## config.mk

```make
export PLATFORM = sky130hd
export DESIGN_NAME = asp_audio_port
export DESIGN_NICKNAME = d
export VERILOG_FILES = /design/src/asp_audio_port.v
export VERILOG_INCLUDE_DIRS = /design/src
export SDC_FILE = /design/constraint.sdc
export NUM_CORES = 1
export LEC_CHECK = 0
export ABC_AREA = 1
export BUFFER_PORTS_ARGS = -buffer_cell sky130_fd_sc_hd__buf_2
export CELL_PAD_IN_SITES_DETAIL_PLACEMENT = 2
export CELL_PAD_IN_SITES_GLOBAL_PLACEMENT = 2
export CORE_ASPECT_RATIO = 2
export CORE_MARGIN = 4
export CORE_UTILIZATION = 36
export DETAILED_ROUTE_END_ITERATION = 10
export PLACE_DENSITY = 0.78
export SKIP_CTS_REPAIR_TIMING = 1
export SYNTH_ARGS = -nofsm -noshare
export SYNTH_HDL_FRONTEND = slang
export SYNTH_SLANG_ARGS = --single-unit
```

## constraint.sdc

```tcl
create_clock -name core_clk_in -period 7.6 [get_ports core_clk_in]
set_input_delay 0.76 -clock core_clk_in [delete_from_list [all_inputs] [get_ports core_clk_in]]
set_output_delay 0.76 -clock core_clk_in [all_outputs]
set_load 0.01 [all_outputs]
```

## src/asp_map.vh

```
// Register map, field positions, reset values and framing constants of the audio serial port.
`ifndef ASP_MAP_VH
`define ASP_MAP_VH

// Register byte offsets.
`define ASP_IN_CTL_ADDR   8'h1b
`define ASP_OUT_CTL_ADDR  8'h1c
`define ASP_MISC_ADDR     8'h1e
`define ASP_STAT_ADDR     8'h1f

// Per-direction control fields; role and hold are taken from the output control only.
`define ASP_FMT_LSB       0
`define ASP_WL_LSB        2
`define ASP_BCP_BIT       4
`define ASP_LRP_BIT       5
`define ASP_MS_BIT        6
`define ASP_HOLD_BIT      7

// Miscellaneous control fields.
`define ASP_RATIO_BIT     0
`define ASP_PD_BIT        5

// Reset values.
`define ASP_CTL_RESET     8'h06
`define ASP_MISC_RESET    8'h20

// Format codes.
`define ASP_FMT_RJ        2'h0
`define ASP_FMT_LJ        2'h1
`define ASP_FMT_I2S       2'h2
`define ASP_FMT_DSP       2'h3

// Word lengths.
`define ASP_WL_16         6'h10
`define ASP_WL_20         6'h14
`define ASP_WL_24         6'h18

// Bit clocks per frame, and per half frame, when generating clocks.
`define ASP_HALF_JUST     9'h020
`define ASP_FRAME_JUST    9'h040
`define ASP_FRAME_DSP128  9'h080
`define ASP_FRAME_DSP256  9'h100

`endif

```

## src/asp_audio_port.v

```verilog
// Stereo audio serial port with master/slave clocking, four formats and power-down.
//
// Local design decision: the plain strobed port.
`timescale 1ns/100ps
`include "asp_map.vh"

module asp_audio_port (
   input  wire        core_clk_in,
   input  wire        rstn_in,
   input  wire [7:0]  reg_addr_in,
   input  wire [7:0]  reg_wdata_in,
   input  wire        reg_wr_in,
   input  wire        reg_rd_in,
   output reg  [7:0]  reg_rdata_out,
   input  wire        mclk_in,
   input  wire        spdif_lock_in,
   input  wire        bitclk_in,
   output reg         bitclk_out,
   output reg         bitclk_oe_out,
   input  wire        frmclk_in,
   output reg         frmclk_out,
   output reg         frmclk_oe_out,
   input  wire        sdata_in,
   output reg         sdata_out,
   output reg  [23:0] tx_data_out,
   output reg         tx_left_out,
   output reg         tx_strobe_out,
   input  wire [23:0] rx_left_in,
   input  wire [23:0] rx_right_in,
   input  wire        rx_valid_in
);

   reg  [7:0]  in_ctl_q;
   reg  [7:0]  out_ctl_q;
   reg  [7:0]  misc_q;
   reg  [7:0]  rdata_d;
   reg         bclk_q;
   reg         bclk_d;
   reg         mclk_prev_q;
   reg         div_q;
   reg  [8:0]  gcnt_q;
   reg  [8:0]  gcnt_d;
   reg         frm_q;
   reg         frm_d;
   reg         in_eff_prev_q;
   reg         in_ref_prev_q;
   reg  [8:0]  in_pos_q;
   reg  [23:0] in_sh_q;
   reg         in_arm_q;
   reg         out_eff_prev_q;
   reg         out_ref_prev_q;
   reg  [8:0]  out_pos_q;
   reg  [8:0]  out_half_q;
   reg         out_arm_q;
   reg  [23:0] rxl_q;
   reg  [23:0] rxr_q;
   reg         out_bit;

   // Word length decode shared by both directions.
   // Both length codes with the upper bit set give the longest word, so no
   // code is left without a meaning and a stray write cannot stall a frame.
   function [5:0] wl_of;
      input [1:0] code;
      begin
         case (code)
            2'h0:    wl_of = `ASP_WL_16;
            2'h1:    wl_of = `ASP_WL_20;
            default: wl_of = `ASP_WL_24;
         endcase
      end
   endfunction

   // Control fields.
   // The role, the clock-hold bit and the launch-side settings live in the
   // output control register; the capture side has its own format, length,
   // invert and polarity bits in the input control register.
   // Changing a format while frames run may corrupt the word in flight; the
   // port only settles again at the next left-channel frame start.
   wire [1:0] in_fmt    = in_ctl_q[`ASP_FMT_LSB+1:`ASP_FMT_LSB];
   wire [1:0] out_fmt   = out_ctl_q[`ASP_FMT_LSB+1:`ASP_FMT_LSB];
   wire [5:0] in_wl     = wl_of(in_ctl_q[`ASP_WL_LSB+1:`ASP_WL_LSB]);
   wire [5:0] out_wl    = wl_of(out_ctl_q[`ASP_WL_LSB+1:`ASP_WL_LSB]);
   wire       in_inv    = in_ctl_q[`ASP_BCP_BIT];
   wire       out_inv   = out_ctl_q[`ASP_BCP_BIT];
   wire       in_pol    = in_ctl_q[`ASP_LRP_BIT];
   wire       out_pol   = out_ctl_q[`ASP_LRP_BIT];
   wire       master    = out_ctl_q[`ASP_MS_BIT];
   wire       hold      = out_ctl_q[`ASP_HOLD_BIT];
   wire       ratio128  = misc_q[`ASP_RATIO_BIT];
   wire       pd        = misc_q[`ASP_PD_BIT];
   wire       in_dsp    = (in_fmt == `ASP_FMT_DSP);
   wire       out_dsp   = (out_fmt == `ASP_FMT_DSP);

   // Register writes; the power-down bit comes up set.
   // The port therefore stays quiet after reset until software clears the
   // power-down bit, whatever the pins do meanwhile.
   // Writes to unmapped offsets and to the read-only status byte are ignored.
   always @(posedge core_clk_in or negedge rstn_in) begin
      if (!rstn_in) begin
         in_ctl_q  <= `ASP_CTL_RESET;
         out_ctl_q <= `ASP_CTL_RESET;
         misc_q    <= `ASP_MISC_RESET;
      end else if (reg_wr_in) begin
         case (reg_addr_in)
            `ASP_IN_CTL_ADDR:  in_ctl_q  <= reg_wdata_in;
            `ASP_OUT_CTL_ADDR: out_ctl_q <= reg_wdata_in;
            `ASP_MISC_ADDR:    misc_q    <= reg_wdata_in;
            default:           misc_q    <= misc_q;
         endcase
      end
   end

   // Read mux; data stand only in the cycle after the strobe.
   // A read costs one cycle and never stalls the master; the data fall back
   // to zero afterwards so that a stale byte is never taken for a fresh one.
   // The status byte shows the lock input, both arm flags and the pin enable.
   always @* begin
      rdata_d = 8'h00;
      if (reg_rd_in) begin
         case (reg_addr_in)
            `ASP_IN_CTL_ADDR:  rdata_d = in_ctl_q;
            `ASP_OUT_CTL_ADDR: rdata_d = out_ctl_q;
            `ASP_MISC_ADDR:    rdata_d = misc_q;
            `ASP_STAT_ADDR:    rdata_d = {4'h0, spdif_lock_in, out_arm_q, in_arm_q, bitclk_oe_out};
            default:           rdata_d = 8'h00;
         endcase
      end
   end

   // Read data register; the output pin comes straight from this flop.
   // Keeping the mux in front of it holds the answer to exactly one cycle.
   always @(posedge core_clk_in or negedge rstn_in) begin
      if (!rstn_in) begin
         reg_rdata_out <= 8'h00;
      end else begin
         reg_rdata_out <= rdata_d;
      end
   end

   // Clock generation runs only in master mode, powered up, with a source or hold.
   // The master clock is sampled on the core clock, so it must run below half
   // the core rate; each sampled rising edge is one step of the divider.
   // When the received stream is lost and the hold bit is clear, both clocks
   // park low and their pin enables drop, so the partner sees no half bits.
   // The frame counter is preloaded so that the first fall after a start
   // opens a frame at once instead of after a full frame of idle bits.
   wire run     = master & ~pd & (spdif_lock_in | hold);
   wire mrise   = mclk_in & ~mclk_prev_q;
   wire [8:0] frame_len = out_dsp ? (ratio128 ? `ASP_FRAME_DSP128 : `ASP_FRAME_DSP256) : `ASP_FRAME_JUST;
   wire gfall   = bclk_q & ~bclk_d;

   // Bit clock divider; the master clock is the recovered stream clock.
   // In the DSP format the bit clock is the sampled master clock itself, so
   // the length of a frame, not the divider, sets the sample rate there.
   // The divide-by-four path toggles on every second sampled rising edge.
   always @* begin
      if (!run) begin
         bclk_d = 1'b0;
      end else if (out_dsp) begin
         bclk_d = mclk_in;
      end else if (ratio128) begin
         bclk_d = mrise ? ~bclk_q : bclk_q;
      end else begin
         bclk_d = (mrise & div_q) ? ~bclk_q : bclk_q;
      end
   end

   // Frame clock from the count of generated bit clock falls.
   // While the clocks run, the frame clock changes only together with a bit clock fall, so the
   // launch side sees the change on the same edge that moves its data.
   // In the DSP formats the sync is one bit clock wide at the frame start;
   // otherwise the two halves are equal and take polarity and format into account.
   always @* begin
      gcnt_d = gcnt_q;
      frm_d  = frm_q;
      if (!run) begin
         gcnt_d = frame_len - 9'h001;
         frm_d  = 1'b0;
      end else if (gfall) begin
         gcnt_d = (gcnt_q >= frame_len - 9'h001) ? 9'h000 : gcnt_q + 9'h001;
         if (out_dsp) begin
            frm_d = (gcnt_d == 9'h000);
         end else begin
            frm_d = (gcnt_d < `ASP_HALF_JUST) ^ out_pol ^ (out_fmt == `ASP_FMT_I2S);
         end
      end
   end

   // Clock state and the pin copies; the pins take the next value so that
   // they stand in step with the internal copy used by the port logic.
   always @(posedge core_clk_in or negedge rstn_in) begin
      if (!rstn_in) begin
         mclk_prev_q   <= 1'b0;
         div_q         <= 1'b0;
         bclk_q        <= 1'b0;
         gcnt_q        <= 9'h000;
         frm_q         <= 1'b0;
         bitclk_out    <= 1'b0;
         frmclk_out    <= 1'b0;
         bitclk_oe_out <= 1'b0;
         frmclk_oe_out <= 1'b0;
      end else begin
         mclk_prev_q   <= mclk_in;
         div_q         <= run ? (div_q ^ mrise) : 1'b0;
         bclk_q        <= bclk_d;
         gcnt_q        <= gcnt_d;
         frm_q         <= frm_d;
         bitclk_out    <= bclk_d;
         frmclk_out    <= frm_d;
         bitclk_oe_out <= run;
         frmclk_oe_out <= run;
      end
   end

   // Bit and frame clock seen by the port logic.
   // In slave mode the pins are taken as synchronous to the core clock; the
   // partner must hold each bit clock phase for at least one core cycle or
   // an edge is lost.
   wire bclk_src = master ? bclk_q : bitclk_in;
   wire lr_src   = master ? frm_q : frmclk_in;

   // Capture direction: serial input towards the transmitter.
   // Bits are shifted in on every effective rise and counted from the last
   // frame clock change (the sync rise in DSP); the word is handed on once the last bit of a word arrives.
   // Right-justified framing cannot know where a word starts, so there the
   // word is handed on at the rise that sees the frame clock change.
   // Captured words are left aligned in the 24-bit output with zeros below.
   wire       in_eff    = bclk_src ^ in_inv;
   wire       in_rise   = in_eff & ~in_eff_prev_q;
   wire       in_ref    = in_dsp ? lr_src : (lr_src ^ in_pol ^ (in_fmt == `ASP_FMT_I2S));
   wire       in_start  = in_dsp ? (in_ref & ~in_ref_prev_q) : (in_ref ^ in_ref_prev_q);
   wire [8:0] in_pos_d  = in_start ? 9'h000 : ((in_pos_q == 9'h1ff) ? in_pos_q : in_pos_q + 9'h001);
   wire       in_off    = (in_fmt == `ASP_FMT_I2S) | (in_dsp & ~in_pol);
   wire [8:0] in_idx    = in_pos_d - {8'h00, in_off};
   wire [8:0] in_wl9    = {3'h0, in_wl};
   wire [23:0] in_sh_d  = {in_sh_q[22:0], sdata_in};
   wire [4:0] in_sft    = 5'h18 - in_wl[4:0];
   wire       in_rj     = (in_fmt == `ASP_FMT_RJ);
   wire       in_done_w = in_dsp ? ((in_idx == in_wl9 - 9'h001) | (in_idx == {in_wl9[7:0], 1'b0} - 9'h001))
                                 : (in_idx == in_wl9 - 9'h001);
   wire       in_done   = in_rj ? (in_start & in_arm_q) : (in_done_w & in_arm_q);
   wire [23:0] in_word  = in_rj ? (in_sh_q << in_sft) : (in_sh_d << in_sft);
   wire       in_left   = in_rj ? in_ref_prev_q : (in_dsp ? (in_idx < in_wl9) : in_ref);
   wire       in_frame  = in_start & in_ref;

   // Capture registers; power-down clears the arm flag so that capture only
   // resumes at the next complete left-channel frame.
   // The word strobe is a single-cycle pulse beside the held word and side.
   always @(posedge core_clk_in or negedge rstn_in) begin
      if (!rstn_in) begin
         in_eff_prev_q <= 1'b0;
         in_ref_prev_q <= 1'b0;
         in_pos_q      <= 9'h000;
         in_sh_q       <= 24'h000000;
         in_arm_q      <= 1'b0;
         tx_data_out   <= 24'h000000;
         tx_left_out   <= 1'b0;
         tx_strobe_out <= 1'b0;
      end else begin
         in_eff_prev_q <= in_eff;
         tx_strobe_out <= 1'b0;
         if (pd) begin
            in_arm_q <= 1'b0;
            in_pos_q <= 9'h000;
         end else if (in_rise) begin
            in_ref_prev_q <= in_ref;
            in_pos_q      <= in_pos_d;
            in_sh_q       <= in_sh_d;
            if (in_frame) begin
               in_arm_q <= 1'b1;
            end
            if (in_done) begin
               tx_data_out   <= in_word;
               tx_left_out   <= in_left;
               tx_strobe_out <= 1'b1;
            end
         end
      end
   end

   // Launch direction: received samples onto the serial output.
   // Data move on the effective fall; the receiver samples on the next rise.
   // Right-justified output counts back from the end of the half, using the
   // length of the previous half, so the first half after arming may be
   // placed by a stale length; later halves are exact.
   // The samples are latched on the valid pulse and used from the next launch.
   wire       out_eff   = bclk_src ^ out_inv;
   wire       out_fall  = ~out_eff & out_eff_prev_q;
   wire       out_ref   = out_dsp ? lr_src : (lr_src ^ out_pol ^ (out_fmt == `ASP_FMT_I2S));
   wire       out_start = out_dsp ? (out_ref & ~out_ref_prev_q) : (out_ref ^ out_ref_prev_q);
   wire [8:0] out_pos_d = out_start ? 9'h000 : ((out_pos_q == 9'h1ff) ? out_pos_q : out_pos_q + 9'h001);
   wire       out_arm_d = out_arm_q | (out_start & out_ref);
   wire       out_off   = (out_fmt == `ASP_FMT_I2S) | (out_dsp & ~out_pol);
   wire [8:0] out_wl9   = {3'h0, out_wl};
   wire [8:0] out_half  = out_start ? out_pos_q + 9'h001 : out_half_q;
   wire [8:0] out_idx   = (out_fmt == `ASP_FMT_RJ) ? (out_pos_d + out_wl9 - out_half)
                                                   : (out_pos_d - {8'h00, out_off});
   wire [8:0] out_lim   = out_dsp ? {out_wl9[7:0], 1'b0} : out_wl9;
   wire       out_left  = out_dsp ? (out_idx < out_wl9) : out_ref;
   wire [8:0] out_k9    = (out_dsp & ~out_left) ? (out_idx - out_wl9) : out_idx;
   wire [4:0] out_k     = out_k9[4:0];
   wire [23:0] out_word = out_left ? rxl_q : rxr_q;

   // Selected bit, MSB first, low outside the data window.
   // Driving zero beyond the word keeps padding bits quiet in wide halves.
   always @* begin
      out_bit = 1'b0;
      if (out_arm_d && (out_idx < out_lim)) begin
         out_bit = out_word[5'h17 - out_k];
      end
   end

   // Launch registers; the data pin is always driven, and held low while
   // the port is powered down.
   // Launch resumes at the next left-channel frame start after power-up.
   always @(posedge core_clk_in or negedge rstn_in) begin
      if (!rstn_in) begin
         out_eff_prev_q <= 1'b0;
         out_ref_prev_q <= 1'b0;
         out_pos_q      <= 9'h000;
         out_half_q     <= 9'h000;
         out_arm_q      <= 1'b0;
         rxl_q          <= 24'h000000;
         rxr_q          <= 24'h000000;
         sdata_out      <= 1'b0;
      end else begin
         out_eff_prev_q <= out_eff;
         if (rx_valid_in) begin
            rxl_q <= rx_left_in;
            rxr_q <= rx_right_in;
         end
         if (pd) begin
            out_arm_q <= 1'b0;
            out_pos_q <= 9'h000;
            sdata_out <= 1'b0;
         end else if (out_fall) begin
            out_ref_prev_q <= out_ref;
            out_pos_q      <= out_pos_d;
            out_half_q     <= out_half;
            out_arm_q      <= out_arm_d;
            sdata_out      <= out_bit;
         end
      end
   end

endmodule

```

Word level (Yosys, flattened, before mapping)
Index checks and enable logic that the tools add are counted.
W data, S select, Z words.
{"block": "totals", "ff_bits": 178, "memories": 0, "latchBits": 0, "output_inout_bits": 39, "rom_bits": 0, "ramBits": 0, "elab_cells": 177, "in_bits": 74}
{"block": "op_classes", "div": 0, "n_addsub": 13, "shifts": 2, "eq_ne": 15, "n_lt_le_gt_ge": 6, "mux": 56, "n_reduce_logical": 16, "bitwise": 43, "multipliers": 0}
{"operator": "$mux W9", "n": 15}
{"operator": "$mux W24", "n": 2}
{"operator": "$shl A24 B5 Y24", "n": 2}
{"operator": "$eq A8 B5 Y1 const B", "n": 4}
{"operator": "$mux W1", "n": 32}
{"operator": "$pmux W8 S4", "n": 1}
{"operator": "$add A9 B1 Y9 const B", "n": 3}
{"operator": "$eq A9 B9 Y1", "n": 2}
{"operator": "$eq A9 B9 Y1 const B", "n": 2}
{"operator": "$lt A9 B5 Y1", "n": 2}
{"operator": "$sub A9 B1 Y9", "n": 2}
{"operator": "$and A1 B1 Y1", "n": 16}
{"operator": "$pmux W4 S2", "n": 2}
{"operator": "$reduce_and A2 Y1", "n": 6}
{"operator": "$not A1 Y1", "n": 11}
{"operator": "$xor A1 B1 Y1", "n": 11}
{"operator": "$sub A5 B5 Y5 const A", "n": 2}
{"operator": "$add A9 B6 Y9", "n": 1}
{"operator": "$ge A9 B9 Y1", "n": 1}
{"operator": "$logic_not A9 Y1", "n": 1}
{"operator": "$lt A9 B6 Y1 const B", "n": 1}
{"operator": "$lt A9 B7 Y1", "n": 1}
{"operator": "$sub A9 B1 Y9 const B", "n": 1}
{"operator": "$sub A9 B9 Y9", "n": 1}
{"operator": "16 further kinds", "n": 29}

Logic depth before layout (Yosys ltp)
Gate-level depths: netlist of run 1.
{"block": "depth", "ltp_word": 21, "mapped_depth": 42, "ltp_nobuf": 40}

Worst setup path before layout of run 1
OpenSTA, ideal clock, no wires.
{"block": "synth_timing", "path_kind": "input -> register", "from": "input frmclk_in", "to": "register sdata_out", "required_ps": 7483, "arrival_ps": 5638, "setup_ps": 117, "n_path_buf": 3, "cell_stages": 38, "setup_slack_ps": 1844, "path_cell_list": "nand2_1 -> o21ai_0 -> xor2_1 -> xor2_1 -> nand2_1 -> o21ai_0 -> inv_1 -> ha_1 -> inv_1 -> nand2_4 -> nand2_4 -> buf_6 -> clkbuf_1 -> o21ai_0 -> fa_1 -> inv_1 -> fa_1 -> inv_1 -> (+2 left out) -> nand2_1 -> inv_1 -> ha_1 -> a21oi_1 -> nor2_1 -> nor2_2 -> nand2_2 -> o21ai_4 -> nand2_4 -> buf_6 -> a21oi_1 -> o21ai_1 -> nand3_1 -> nand3_1 -> nand2_1 -> nand2_1 -> nand3_1 -> nand2_1"}
{"block": "synth_between", "elab_chain_len": 21, "elab_cells_between_ends": 30, "cone_classes": "5 x add/sub; 2 x order compare; 14 x mux; 8 x bitwise; 1 x reduce/logical"}
{"element": "start, declared", "line_no": "asp_audio_port.v:20", "text": "input wire frmclk_in,"}
{"element": "$mux W1 *", "line_no": "asp_audio_port.v:220", "text": "wire lr_src = master ? frm_q : frmclk_in;"}
{"element": "$xor A1 B1 Y1 (2 in a row)", "line_no": "asp_audio_port.v:289", "text": "wire out_ref = out_dsp ? lr_src : (lr_src ^ out_pol ^ (out_fmt == `ASP_FMT_I2S));"}
{"element": "$mux W1 *", "line_no": "asp_audio_port.v:289"}
{"element": "named net out_ref", "line_no": "asp_audio_port.v:289"}
{"element": "$xor A1 B1 Y1 / $and A1 B1 Y1 (equally long branches)", "line_no": "asp_audio_port.v:290", "text": "wire out_start = out_dsp ? (out_ref & ~out_ref_prev_q) : (out_ref ^ out_ref_prev_q);"}
{"element": "$mux W1", "line_no": "asp_audio_port.v:290"}
{"element": "$mux W9", "line_no": "asp_audio_port.v:291", "text": "wire [8:0] out_pos_d = out_start ? 9'h000 : ((out_pos_q == 9'h1ff) ? out_pos_q : out_pos_q + 9'h001);"}
{"element": "$add A9 B6 Y9", "line_no": "asp_audio_port.v:296", "text": "wire [8:0] out_idx = (out_fmt == `ASP_FMT_RJ) ? (out_pos_d + out_wl9 - out_half)"}
{"element": "(+5 left out)"}
{"element": "$and A1 B1 Y1", "line_no": "asp_audio_port.v:300", "text": "wire [8:0] out_k9 = (out_dsp & ~out_left) ? (out_idx - out_wl9) : out_idx;"}
{"element": "$mux W5", "line_no": "asp_audio_port.v:300"}
{"element": "$sub A5 B5 Y5", "line_no": "asp_audio_port.v:309", "text": "out_bit = out_word[5'h17 - out_k];"}
{"element": "$bmux W1 S5", "line_no": "asp_audio_port.v:309"}
{"element": "$mux W1 (implied by the code)", "line_no": "asp_audio_port.v:309"}
{"element": "$mux W1 *", "line_no": "asp_audio_port.v:308", "text": "if (out_arm_d && (out_idx < out_lim)) begin"}
{"element": "$mux W1 *", "line_no": "asp_audio_port.v:336", "text": "end else if (out_fall) begin"}
{"element": "$mux W1 *", "line_no": "asp_audio_port.v:332", "text": "if (pd) begin"}
{"element": "end signal, assigned", "line_no": "asp_audio_port.v:341", "text": "sdata_out <= out_bit;"}
{"element": "end, declared", "line_no": "asp_audio_port.v:24", "text": "output reg sdata_out,"}
Mark *: on every way through the listed nets, which the timed path passes. The rest lies on a longest branch. The select of a mux whose other input is x is not followed.
A chain may end at the register's enable or synchronous reset.

Worst setup path after layout of run 1
{"block": "layout_timing", "from": "register out_ctl_q[6]", "to": "register sdata_out"}
{"block": "layout_between", "elab_chain_len": 21, "elab_cells_between_ends": 35, "cone_classes": "5 x add/sub; 2 x order compare; 15 x mux; 11 x bitwise; 2 x reduce/logical"}
{"element": "start, declared", "line_no": "asp_audio_port.v:34", "text": "reg [7:0] out_ctl_q;"}
{"element": "start signal, assigned", "line_no": "asp_audio_port.v:101", "text": "out_ctl_q <= `ASP_CTL_RESET;"}
{"element": "start signal, assigned", "line_no": "asp_audio_port.v:106", "text": "`ASP_OUT_CTL_ADDR: out_ctl_q <= reg_wdata_in;"}
{"element": "$mux W1 *", "line_no": "asp_audio_port.v:220"}
{"element": "$xor A1 B1 Y1 (2 in a row)", "line_no": "asp_audio_port.v:289"}
{"element": "$mux W1 *", "line_no": "asp_audio_port.v:289"}
{"element": "named net out_ref", "line_no": "asp_audio_port.v:289"}
{"element": "$xor A1 B1 Y1 / $and A1 B1 Y1 (equally long branches)", "line_no": "asp_audio_port.v:290"}
{"element": "$mux W1", "line_no": "asp_audio_port.v:290"}
{"element": "$mux W9", "line_no": "asp_audio_port.v:291"}
{"element": "$add A9 B6 Y9", "line_no": "asp_audio_port.v:296"}
{"element": "(+5 left out)"}
{"element": "$and A1 B1 Y1", "line_no": "asp_audio_port.v:300"}
{"element": "$mux W5", "line_no": "asp_audio_port.v:300"}
{"element": "$sub A5 B5 Y5", "line_no": "asp_audio_port.v:309"}
{"element": "$bmux W1 S5", "line_no": "asp_audio_port.v:309"}
{"element": "$mux W1 (implied by the code)", "line_no": "asp_audio_port.v:309"}
{"element": "$mux W1 *", "line_no": "asp_audio_port.v:308"}
{"element": "$mux W1 *", "line_no": "asp_audio_port.v:336"}
{"element": "$mux W1 *", "line_no": "asp_audio_port.v:332"}
Marked as above.

==> results.py, run 1 <==
metrics = {
    "critical_path": {
        "required_ns": 7.95,
        "path_max_fanout": 32,
        "end_kind": "flop",
        "r2r_slack_ns": 0.99,
        "start_kind": "flop",
        "crit_slowest_cell": "fa_1",
        "path_class": "flop to flop",
        "critPathArrivalTime_ns": 6.96,
        "slowest_delay_ns": 0.60,
        "r2r-start": "out_ctl_q[6]",
        "reg2reg_to": "sdata_out",
        "reg2reg_depth": 36,
    },
    "yosys": {
        "synth_edf_count": 0,
        "seq_area_frac_synth_pct": 42.22,
        "yosysUniqueCellTypes": 60,
        "synth_flop_cell": "dfrtp_1",
        "async_flop_share_pct": 100.0,
        "syn_area_sq_um": 10560,
        "syn_avg_cell_area_sq_um": 8.070,
        "netlist_instances": 1309,
        "synth_nets": 1421,
        "yosysWarnings": 0,
        "ys_seq_elements": 178,
    },
    "final_layout": {
        "synthToLayoutAreaGrowth_pct": 12.87,
        "layout_common_cells": "nand2_1, dfrtp_1, inv_1",
        "nFillCells": 3418,
        "final_common_cell": "nand2_1",
        "antenna_cells_inserted": 0,
        "register_area_sq_um": 4461,
        "nets": 1510,
        "multi_input_area_sq_um": 5147,
        "drive_gt1_share_pct": 20.34,
    },
    "run_status": {
        "outcome": "finished, final reports clean",
    },
    "clock_tree": {
        "cts_buffers": 17,
        "clock_latency_ns": 0.46,
        "clockRootBuffer": "clkbuf_16",
        "cts_buffer_depth": 2,
        "cts_sinks": 178,
        "cts_tree": "yes",
        "htreeDepth": 4,
        "clk_transition_reported_paths_ns": 0.08,
    },
    "global_routing": {
        "grt_pass1_vias": 10770,
        "antenna_found_initial": 1,
        "overflow": 0,
        "grt_pass1_wl_microns": 55660,
        "grt_max_degree": 108,
        "grt_usage_pct": 22.09,
    },
    "timing": {
        "fin_worst_skew_ns": 0.01062,
        "drv_slew": 0,
        "tightest_slew_ns": 1.092,
        "fmax_mhz": 151.3,
        "setup_tns_ns": 0,
        "period_minus_slack_ns": 6.609,
        "finalSetupViolations": 0,
        "hold_violations": 0,
        "rsz0062_at_grt": "false",
        "period_share_pct": 86.97,
        "slew_headroom_pct": 27.18,
    },
    "routing": {
        "viasPerCell": 5.315,
        "final_antenna_net_count": 0,
        "wl_per_cell_microns": 19.35,
        "num_vias": 9413,
        "firstDrtPassIters": 4,
        "initialDrtViolationCount": 226,
        "drt_wl_total_microns": 34270,
        "topRoutingLayerUsed": "met5",
        "drc_errors": 0,
        "met1_length_microns": 11160,
        "wl_met3_microns": 687,
        "wl_met2_microns": 20710,
    },
    "placement": {
        "place.detailed.hpwl_microns": 27240,
        "io_buffers": 112,
        "place.gp.congestion": 0.8196,
    },
    "floorplan": {
        "initial_core_util_pct": 36.48,
        "die_h_microns": 250.3,
        "coreArea_sq_um": 28960,
        "std_cell_rows": 88,
        "dieArea_sq_um": 32320,
        "ioPinCount": 113,
        "die_w_microns": 129.1,
    },
    "min_path": {
        "hp-class": "primary input to asynchronous set/reset pin",
    },
    "power_and_ir_drop": {
        "peakVddDrop_uv": 179.2,
        "p_leak_nw": 5.918,
        "cellPowerDensity_nw_per_um2": 314.0,
        "power_mw": 3.744,
    },
    "job": {
        "maxCapViolCount": 0,
    },
}
-- where the power goes --
part / total [mW] / switching, mW / internal [mW]
Sequential: 1.22 / 0.111 / 1.11
Combinational: 1.63 / 1.07 / 0.561
Clock: 0.893 / 0.432 / 0.461
Total: 3.74 / 1.61 / 2.13
-- synth_stat cells (3+ instances only) --
cell / instances / area share, %
nand2_1: 311 / 11
dfrtp_1: 173 / 41
inv_1: 164 / 5.8
o21ai_0: 134 / 6.3
nand3_1: 96 / 4.5
nor2_1: 64 / 2.3
a21oi_1: 42 / 2.0
mux2_2: 41 / 4.4
ha_1: 34 / 4.0
clkbuf_1: 32 / 1.1
o22ai_1: 27 / 1.6
nand2_2: 21 / 1.2
o21ai_2: 18 / 1.5
xor2_1: 15 / 1.2
nor2_2: 12 / 0.71
buf_6: 11 / 1.2
o21ai_1: 9 / 0.43
nand2_4: 8 / 0.85
inv_2: 7 / 0.25
a22oi_1: 6 / 0.43
nand4_1: 6 / 0.36
a221oi_1: 5 / 0.41
dfstp_2: 5 / 1.2
nor3_1: 5 / 0.24
buf_4: 4 / 0.28
clkinv_1: 4 / 0.14
fa_1: 4 / 0.76
or2_2: 4 / 0.24
a211oi_1: 3 / 0.21
mux2i_1: 3 / 0.28
nand3_2: 3 / 0.28
nand3b_1: 3 / 0.21
o211ai_1: 3 / 0.21
-- cell type report --
class	count	area share [%]
Tap cell	360	3.778
Multi-Input combinational cell	905	43.17
Sequential cell	178	37.41
Inverter	176	5.561
Clock inverter	15	1.238
Clock buffer	17	3.568
Timing Repair Buffer	120	5.278
-- flip-flops by register name, indices dropped and copies added (netlist names), 8 cells and up --
signal and cells:
out_half_q 9, out_pos_q 9, misc_q 8, in_ctl_q 8
in_pos_q 9, gcnt_q 9, out_ctl_q 8, tx_data_out 24
rxl_q 24, reg_rdata_out 8, rxr_q 24, in_sh_q 24
-- cells by family (layout without fill, tap and decap cells) --
logic type / after synthesis / count (layout) / share of synthesized area, %
AO/OA/AOI/OAI: 263 / 263 / 14.62
XOR/XNOR: 18 / 18 / 1.564
adder cells (fa/ha/maj): 38 / 38 / 4.785
buffers and inverters: 226 / 328 / 9.096
flip-flops: 178 / 178 / 42.22
multiplexers: 44 / 44 / 4.655
AND/OR/NAND/NOR: 542 / 542 / 23.06
-- metal layers --
metal	track usage [%]	vias to the layer above
met4	11.05	2
met5	0	-
met1	19.54	4722
met3	2.924	70
li1	-	4474
met2	45.74	145
-- critical path: cells and delay by family (launching register included) --
family / cells / cell delay, ns
AOI/OAI and AO/OA: 7 / 1.64
xor gates and xnor gates: 2 / 0.38
adders and majority gates: 4 / 1.60
buffers and inverters: 7 / 0.78
DFF: 1 / 0.37
and+or+nand+nor: 16 / 1.72
-- worst max path at each step --
stage / slack, ns / startpoint / to / cells past startpoint
global placement: 0.97 / frmclk_in / sdata_out / 37
detailed placement: 0.71 / frmclk_in / sdata_out / 37
floorplan: 1.84 / frmclk_in / sdata_out / 38
CTS: 0.86 / out_ctl_q[6] / sdata_out / 36
global route: 0.27 / out_ctl_q[6] / sdata_out / 36
finish: 0.99 / out_ctl_q[6] / sdata_out / 36
-- metrics by stage --
stage	utilization [%]	hold slack (ns)	setup WS [ns]	area [sq um]	instances
floorplan	-	0.4422	1.844	10560	1309
global placement	39.20	0.4567	0.9676	11350	1739
detailed placement	39.20	0.4605	0.7111	11350	1739
CTS	41.18	0.4017	0.8614	11920	1771
global route	41.18	0.4074	0.2678	11920	1771
finish	41.18	0.4077	0.9905	11920	1771
Power figures use the tool's default switching activity.
==> run 2, diff against run 1 <==
CELL_PAD_IN_SITES_DETAIL_PLACEMENT = 1   (was 2)
==> run 2 against run 1 <==
Against the previous run:
- first-iteration DRC count is 30% higher
- setup slack improved by 0.035 ns
- maximum frequency is 0.53% higher
- sequential power about the same
- highest routed layer unchanged
==> results.py, run 2 (synthesis gave the netlist of run 1 again) <==
metrics = {
    "run_status": {
        "outcome": "finished, final reports clean",
    },
    "final_layout": {
        "nFillCells": 3547,
        "drive_gt1_share_pct": 20.34,
        "register_area_sq_um": 4461,
        "layout_common_cells": "nand2_1, dfrtp_1, inv_1",
        "instances_no_fill": 1771,
        "multi_input_area_sq_um": 5147,
        "nets": 1510,
        "antenna_cells_inserted": 0,
        "final_common_cell": "nand2_1",
        "synthToLayoutAreaGrowth_pct": 13.14,
    },
    "critical_path": {
        "path_class": "flop to flop",
        "end_kind": "flop",
        "reg2reg_depth": 36,
        "path_max_fanout": 32,
        "start_kind": "flop",
        "required_ns": 7.94,
        "cp-startpoint": "out_ctl_q[6]",
        "r2r_slack_ns": 1.03,
        "crit_slowest_cell": "fa_1",
        "slowest_delay_ns": 0.61,
        "critPathArrivalTime_ns": 6.92,
        "r2r-start": "out_ctl_q[6]",
        "crit_end": "sdata_out",
        "reg2reg_to": "sdata_out",
        "path_common_cell": "inv_1",
    },
    "floorplan": {
        "coreArea_sq_um": 28960,
        "std_cell_rows": 88,
        "die_w_microns": 129.1,
        "ioPinCount": 113,
        "initial_core_util_pct": 36.48,
        "dieArea_sq_um": 32320,
        "die_h_microns": 250.3,
    },
    "timing": {
        "drv_slew": 0,
        "fmax_mhz": 152.1,
        "rsz0062_at_grt": "false",
        "worst_slack_ns": 1.025,
        "hold_violations": 0,
        "period_minus_slack_ns": 6.575,
        "slew_headroom_pct": 27.92,
        "setup_tns_ns": 0,
        "finalSetupViolations": 0,
        "period_share_pct": 86.51,
        "tightest_slew_ns": 1.081,
        "fin_worst_skew_ns": 0.008581,
    },
    "global_routing": {
        "grt_pass1_wl_microns": 50940,
        "grt_pass1_vias": 9728,
        "grt_usage_pct": 20.21,
        "overflow": 0,
        "grt_max_degree": 108,
        "antenna_found_initial": 1,
    },
    "routing": {
        "final_antenna_net_count": 0,
        "drt_wl_total_microns": 31470,
        "viasPerCell": 5.099,
        "num_vias": 9031,
        "wl_per_cell_microns": 17.77,
        "firstDrtPassIters": 6,
        "drc_errors": 0,
        "initialDrtViolationCount": 294,
    },
    "placement": {
        "io_buffers": 112,
        "dp_slack_ns": 0.7924,
        "place_inst": 1739,
        "place.detailed.hpwl_microns": 24990,
        "place.gp.congestion": 0.8196,
    },
    "clock_tree": {
        "clk_transition_reported_paths_ns": 0.08,
        "clockRootBuffer": "clkbuf_16",
        "htreeDepth": 4,
        "cts_tree": "yes",
        "cts_buffers": 17,
        "cts_sinks": 178,
        "cts_buffer_depth": 2,
        "clock_latency_ns": 0.45,
    },
    "power_and_ir_drop": {
        "p_leak_nw": 5.938,
        "peakVddDrop_uv": 196.6,
        "cellPowerDensity_nw_per_um2": 312.2,
    },
    "min_path": {
        "hp-class": "primary input to asynchronous set/reset pin",
    },
    "job": {
        "maxCapViolCount": 0,
    },
}
-- run 2: cell types whose count changed in the layout (fill, tap and decap cells not counted) --
cell,before,now
clkinvlp_4,3,1
bufinv_16,1,2
clkinv_2,1,2
clkinv_8,0,1
inv_6,6,5
-- run 2: worst min-delay path by stage --
stage	end	slack, ns
final	in_sh_q[3]	0.41
after global routing	mclk_prev_q	0.41
after CTS	mclk_prev_q	0.41
after detailed placement	out_half_q[4]	0.46
after global placement	out_half_q[3]	0.46
after floorplan	out_half_q[4]	0.44
-- run 2: power by group --
group          internal (mW)  switching, mW  total [mW]
Combinational          0.558           1.03        1.59
Sequential              1.11          0.107        1.22
Clock                  0.495          0.430       0.925
Total                   2.16           1.57        3.73
-- run 2: layout make-up --
class,instances,share of cell area (%)
Clock buffer,17,3.559
Clock inverter,15,1.466
Multi-Input combinational cell,905,43.07
Sequential cell,178,37.32
Timing Repair Buffer,120,5.266
Tap cell,360,3.769
Inverter,176,5.549
-- run 2: metrics by stage --
| step | power, mW | area, sq um | hold WS, ns | util [%] |
|---|---|---|---|---|
| after floorplan | 2.344 | 10560 | 0.4422 | - |
| after global placement | 2.821 | 11350 | 0.4567 | 39.20 |
| after detailed placement | 2.858 | 11350 | 0.4591 | 39.20 |
| after CTS | 3.802 | 11950 | 0.4089 | 41.27 |
| after global routing | 4.054 | 11950 | 0.4100 | 41.27 |
| final | 3.731 | 11950 | 0.4131 | 41.27 |
-- run 2: worst max-delay path, delay by kind of cell (launching register included) --
family | cells | cell delay (ns)
simple gates | 15 | 1.48
flops | 1 | 0.36
fa+ha+maj | 4 | 1.58
buf+inv | 7 | 0.75
xor+xnor | 2 | 0.39
compound gates | 8 | 1.90
-- run 2: metal layers --
metal / wire length [microns] / vias up / global-route usage, %
met5: 12 / - / 0
met4: 1145 / 2 / 8.111
met3: 718 / 49 / 3.329
met2: 18960 / 137 / 41.64
met1: 10630 / 4368 / 18.56
li1: - / 4475 / -
==> run 3, diff against run 2 <==
ABC_AREA = default   (was 1)
CORE_UTILIZATION = 39   (was 36)
clock period = 6.5 ns   (was 7.6 ns; I/O delays follow)
==> run 3 against run 2 <==
Against the previous run:
- total power down 9.4%
- sequential share of layout area decreased by 1.3 points
- flip-flop and latch count unchanged
- worst hold slack worse by 0.13 ns
- core utilization increased by 3.8 points
- wire length is 0.28% higher
- setup slack lost 0.67 ns
==> results.py, run 3 <==
metrics = {
    "run_status": {
        "outcome": "finished, final reports clean",
    },
    "global_routing": {
        "grt_pass1_wl_microns": 50870,
        "antenna_found_initial": 5,
        "grt_pass1_vias": 9319,
        "overflow": 0,
        "grt_usage_pct": 21.11,
        "grt_max_degree": 107,
    },
    "floorplan": {
        "std_cell_rows": 86,
        "coreArea_sq_um": 27440,
        "ioPinCount": 113,
        "initial_core_util_pct": 39.47,
        "dieArea_sq_um": 30660,
        "die_w_microns": 125.8,
        "die_h_microns": 243.7,
    },
    "final_layout": {
        "final_common_cell": "dfrtp_1",
        "nets": 1262,
        "synthToLayoutAreaGrowth_pct": 14.30,
        "drive_gt1_share_pct": 29.32,
        "layout_common_cells": "dfrtp_1, mux2_2, buf_2",
    },
    "timing": {
        "hold_violations": 0,
        "rsz0062_at_grt": "false",
        "slew_headroom_pct": 28.36,
        "tightest_slew_ns": 1.075,
        "fmax_mhz": 162.6,
        "period_share_pct": 94.61,
        "setup_tns_ns": 0,
        "fin_worst_skew_ns": 0.01018,
        "drv_slew": 0,
        "period_minus_slack_ns": 6.150,
        "timing.hold.ws_ns": 0.2855,
        "finalSetupViolations": 0,
    },
    "yosys": {
        "syn_avg_cell_area_sq_um": 10.36,
        "synth.most_common_cell": "dfrtp_1",
        "synthTopCellsByCount": "dfrtp_1, mux2_2, nand2_1",
        "synth_area_leaders": "dfrtp_1, mux2_2, mux2i_1",
        "synth_nets": 1157,
        "syn_area_sq_um": 10830,
        "seq_area_frac_synth_pct": 41.19,
        "synth_edf_count": 0,
        "yosysTopAreaCell": "dfrtp_1",
        "ys_seq_elements": 178,
        "yosysWarnings": 0,
        "synth_flop_cell": "dfrtp_1",
        "netlist_instances": 1045,
        "yosysUniqueCellTypes": 74,
        "async_flop_share_pct": 100.0,
        "synth_top_area_share_pct": 39.97,
    },
    "critical_path": {
        "start_kind": "flop",
        "cp-startpoint": "out_pos_q[6]",
        "path_max_fanout": 7,
        "reg2reg_depth": 21,
        "r2r_slack_ns": 0.35,
        "end_kind": "flop",
        "required_ns": 6.85,
        "crit_end": "sdata_out",
        "path_class": "flop to flop",
        "r2r-start": "out_pos_q[6]",
        "reg2reg_to": "sdata_out",
        "critPathArrivalTime_ns": 6.50,
    },
    "routing": {
        "drt_wl_total_microns": 31550,
        "viasPerCell": 5.575,
        "wl_per_cell_microns": 20.77,
        "initialDrtViolationCount": 286,
        "num_vias": 8469,
        "final_antenna_net_count": 0,
        "drc_errors": 0,
        "firstDrtPassIters": 4,
    },
    "clock_tree": {
        "clk_transition_reported_paths_ns": 0.08,
        "htreeDepth": 4,
        "cts_sinks": 178,
        "clockRootBuffer": "clkbuf_16",
        "cts_buffers": 17,
        "cts_tree": "yes",
        "clock_latency_ns": 0.45,
        "cts_buffer_depth": 2,
    },
    "power_and_ir_drop": {
        "p_leak_nw": 5.680,
        "peakVddDrop_uv": 218.9,
        "cellPowerDensity_nw_per_um2": 273.0,
    },
    "placement": {
        "place.gp.congestion": 0.8398,
        "place.detailed.hpwl_microns": 24260,
        "io_buffers": 112,
    },
    "job": {
        "maxCapViolCount": 0,
    },
    "min_path": {
        "hp-class": "primary input to asynchronous set/reset pin",
    },
}
run 3: layer usage:
metal	global-route usage (%)	part of all wire [%]	vias up
li1	-	-	3991
met3	3.554	2.7	78
met1	20.91	35	4258
met4	11.12	4.9	2
met5	0	0.044	-
met2	40.98	57	140
run 3: metrics by stage:
stage / power, mW / instances / util [%] / cell area, sq um / worst slack (ns)
floorplan: 2.001 / 1045 / - / 10830 / 0.3356
global placement: 2.328 / 1483 / 42.85 / 11760 / 0.2800
finish: 3.379 / 1519 / 45.12 / 12380 / 0.3501
global route: 3.589 / 1519 / 45.12 / 12380 / 0.01268
CTS: 3.425 / 1515 / 45.04 / 12360 / 0.2781
detailed placement: 2.348 / 1483 / 42.85 / 11760 / 0.1903
run 3: cell type report:
class / count / area [sq um]
repair buffers: 138 / 764.5
multi-input cells: 781 / 5974
clock inverters: 15 / 175.2
diodes: 4 / 10.01
clock buffers: 17 / 425.4
well taps: 352 / 440.4
inverters: 34 / 127.6
fillers: 3143 / 15060
flip-flops and latches: 178 / 4462
run 3: logic make-up after synthesis:
| kind of cell | count (synthesis) | synth area share [%] |
|---|---|---|
| AOI/OAI and AO/OA | 224 | 13.56 |
| xor gates and xnor gates | 37 | 2.992 |
| adders and majority gates | 38 | 4.667 |
| buffers and inverters | 86 | 3.893 |
| DFF | 178 | 41.19 |
| muxes | 207 | 21.56 |
| and+or+nand+nor | 275 | 12.14 |
run 3: worst min path at each step:
| stage | cells past startpoint | start | slack (ns) | to |
|---|---|---|---|---|
| floorplan | 0 | rstn_in | 0.35 | bclk_q |
| global placement | 2 | out_half_q[4] | 0.46 | out_half_q[4] |
| detailed placement | 2 | out_half_q[0] | 0.47 | out_half_q[0] |
| CTS | 1 | mclk_in | 0.33 | mclk_prev_q |
| global route | 1 | mclk_in | 0.33 | mclk_prev_q |
| finish | 1 | rstn_in | 0.29 | out_pos_q[5] |
run 3: critical path, cell delays in order, from the launching register on:
cell	delay (ns)
dfrtp_1	0.55
nand4_1	0.24
or2_2	0.37
inv_1	0.07
ha_1	0.18
and4b_4	0.23
xnor2_1	0.18
or2_2	0.33
fa_1	0.52
inv_1	0.05
ha_1	0.33
and3_1	0.18
a2111o_1	0.44
o31a_1	0.27
a221o_1	0.34
a2bb2oi_2	0.15
a211oi_4	0.39
a31oi_1	0.20
mux2i_1	0.15
a211o_1	0.30
a221o_1	0.34
o31ai_1	0.24
run 3: power by group:
group          total (mW)  switching, mW  internal [mW]  leakage [nW]
combinational        1.12          0.627          0.492          3.10
clock                1.06          0.482          0.577         0.282
sequential           1.20         0.0412           1.16          2.30
total                3.38           1.15           2.23          5.68
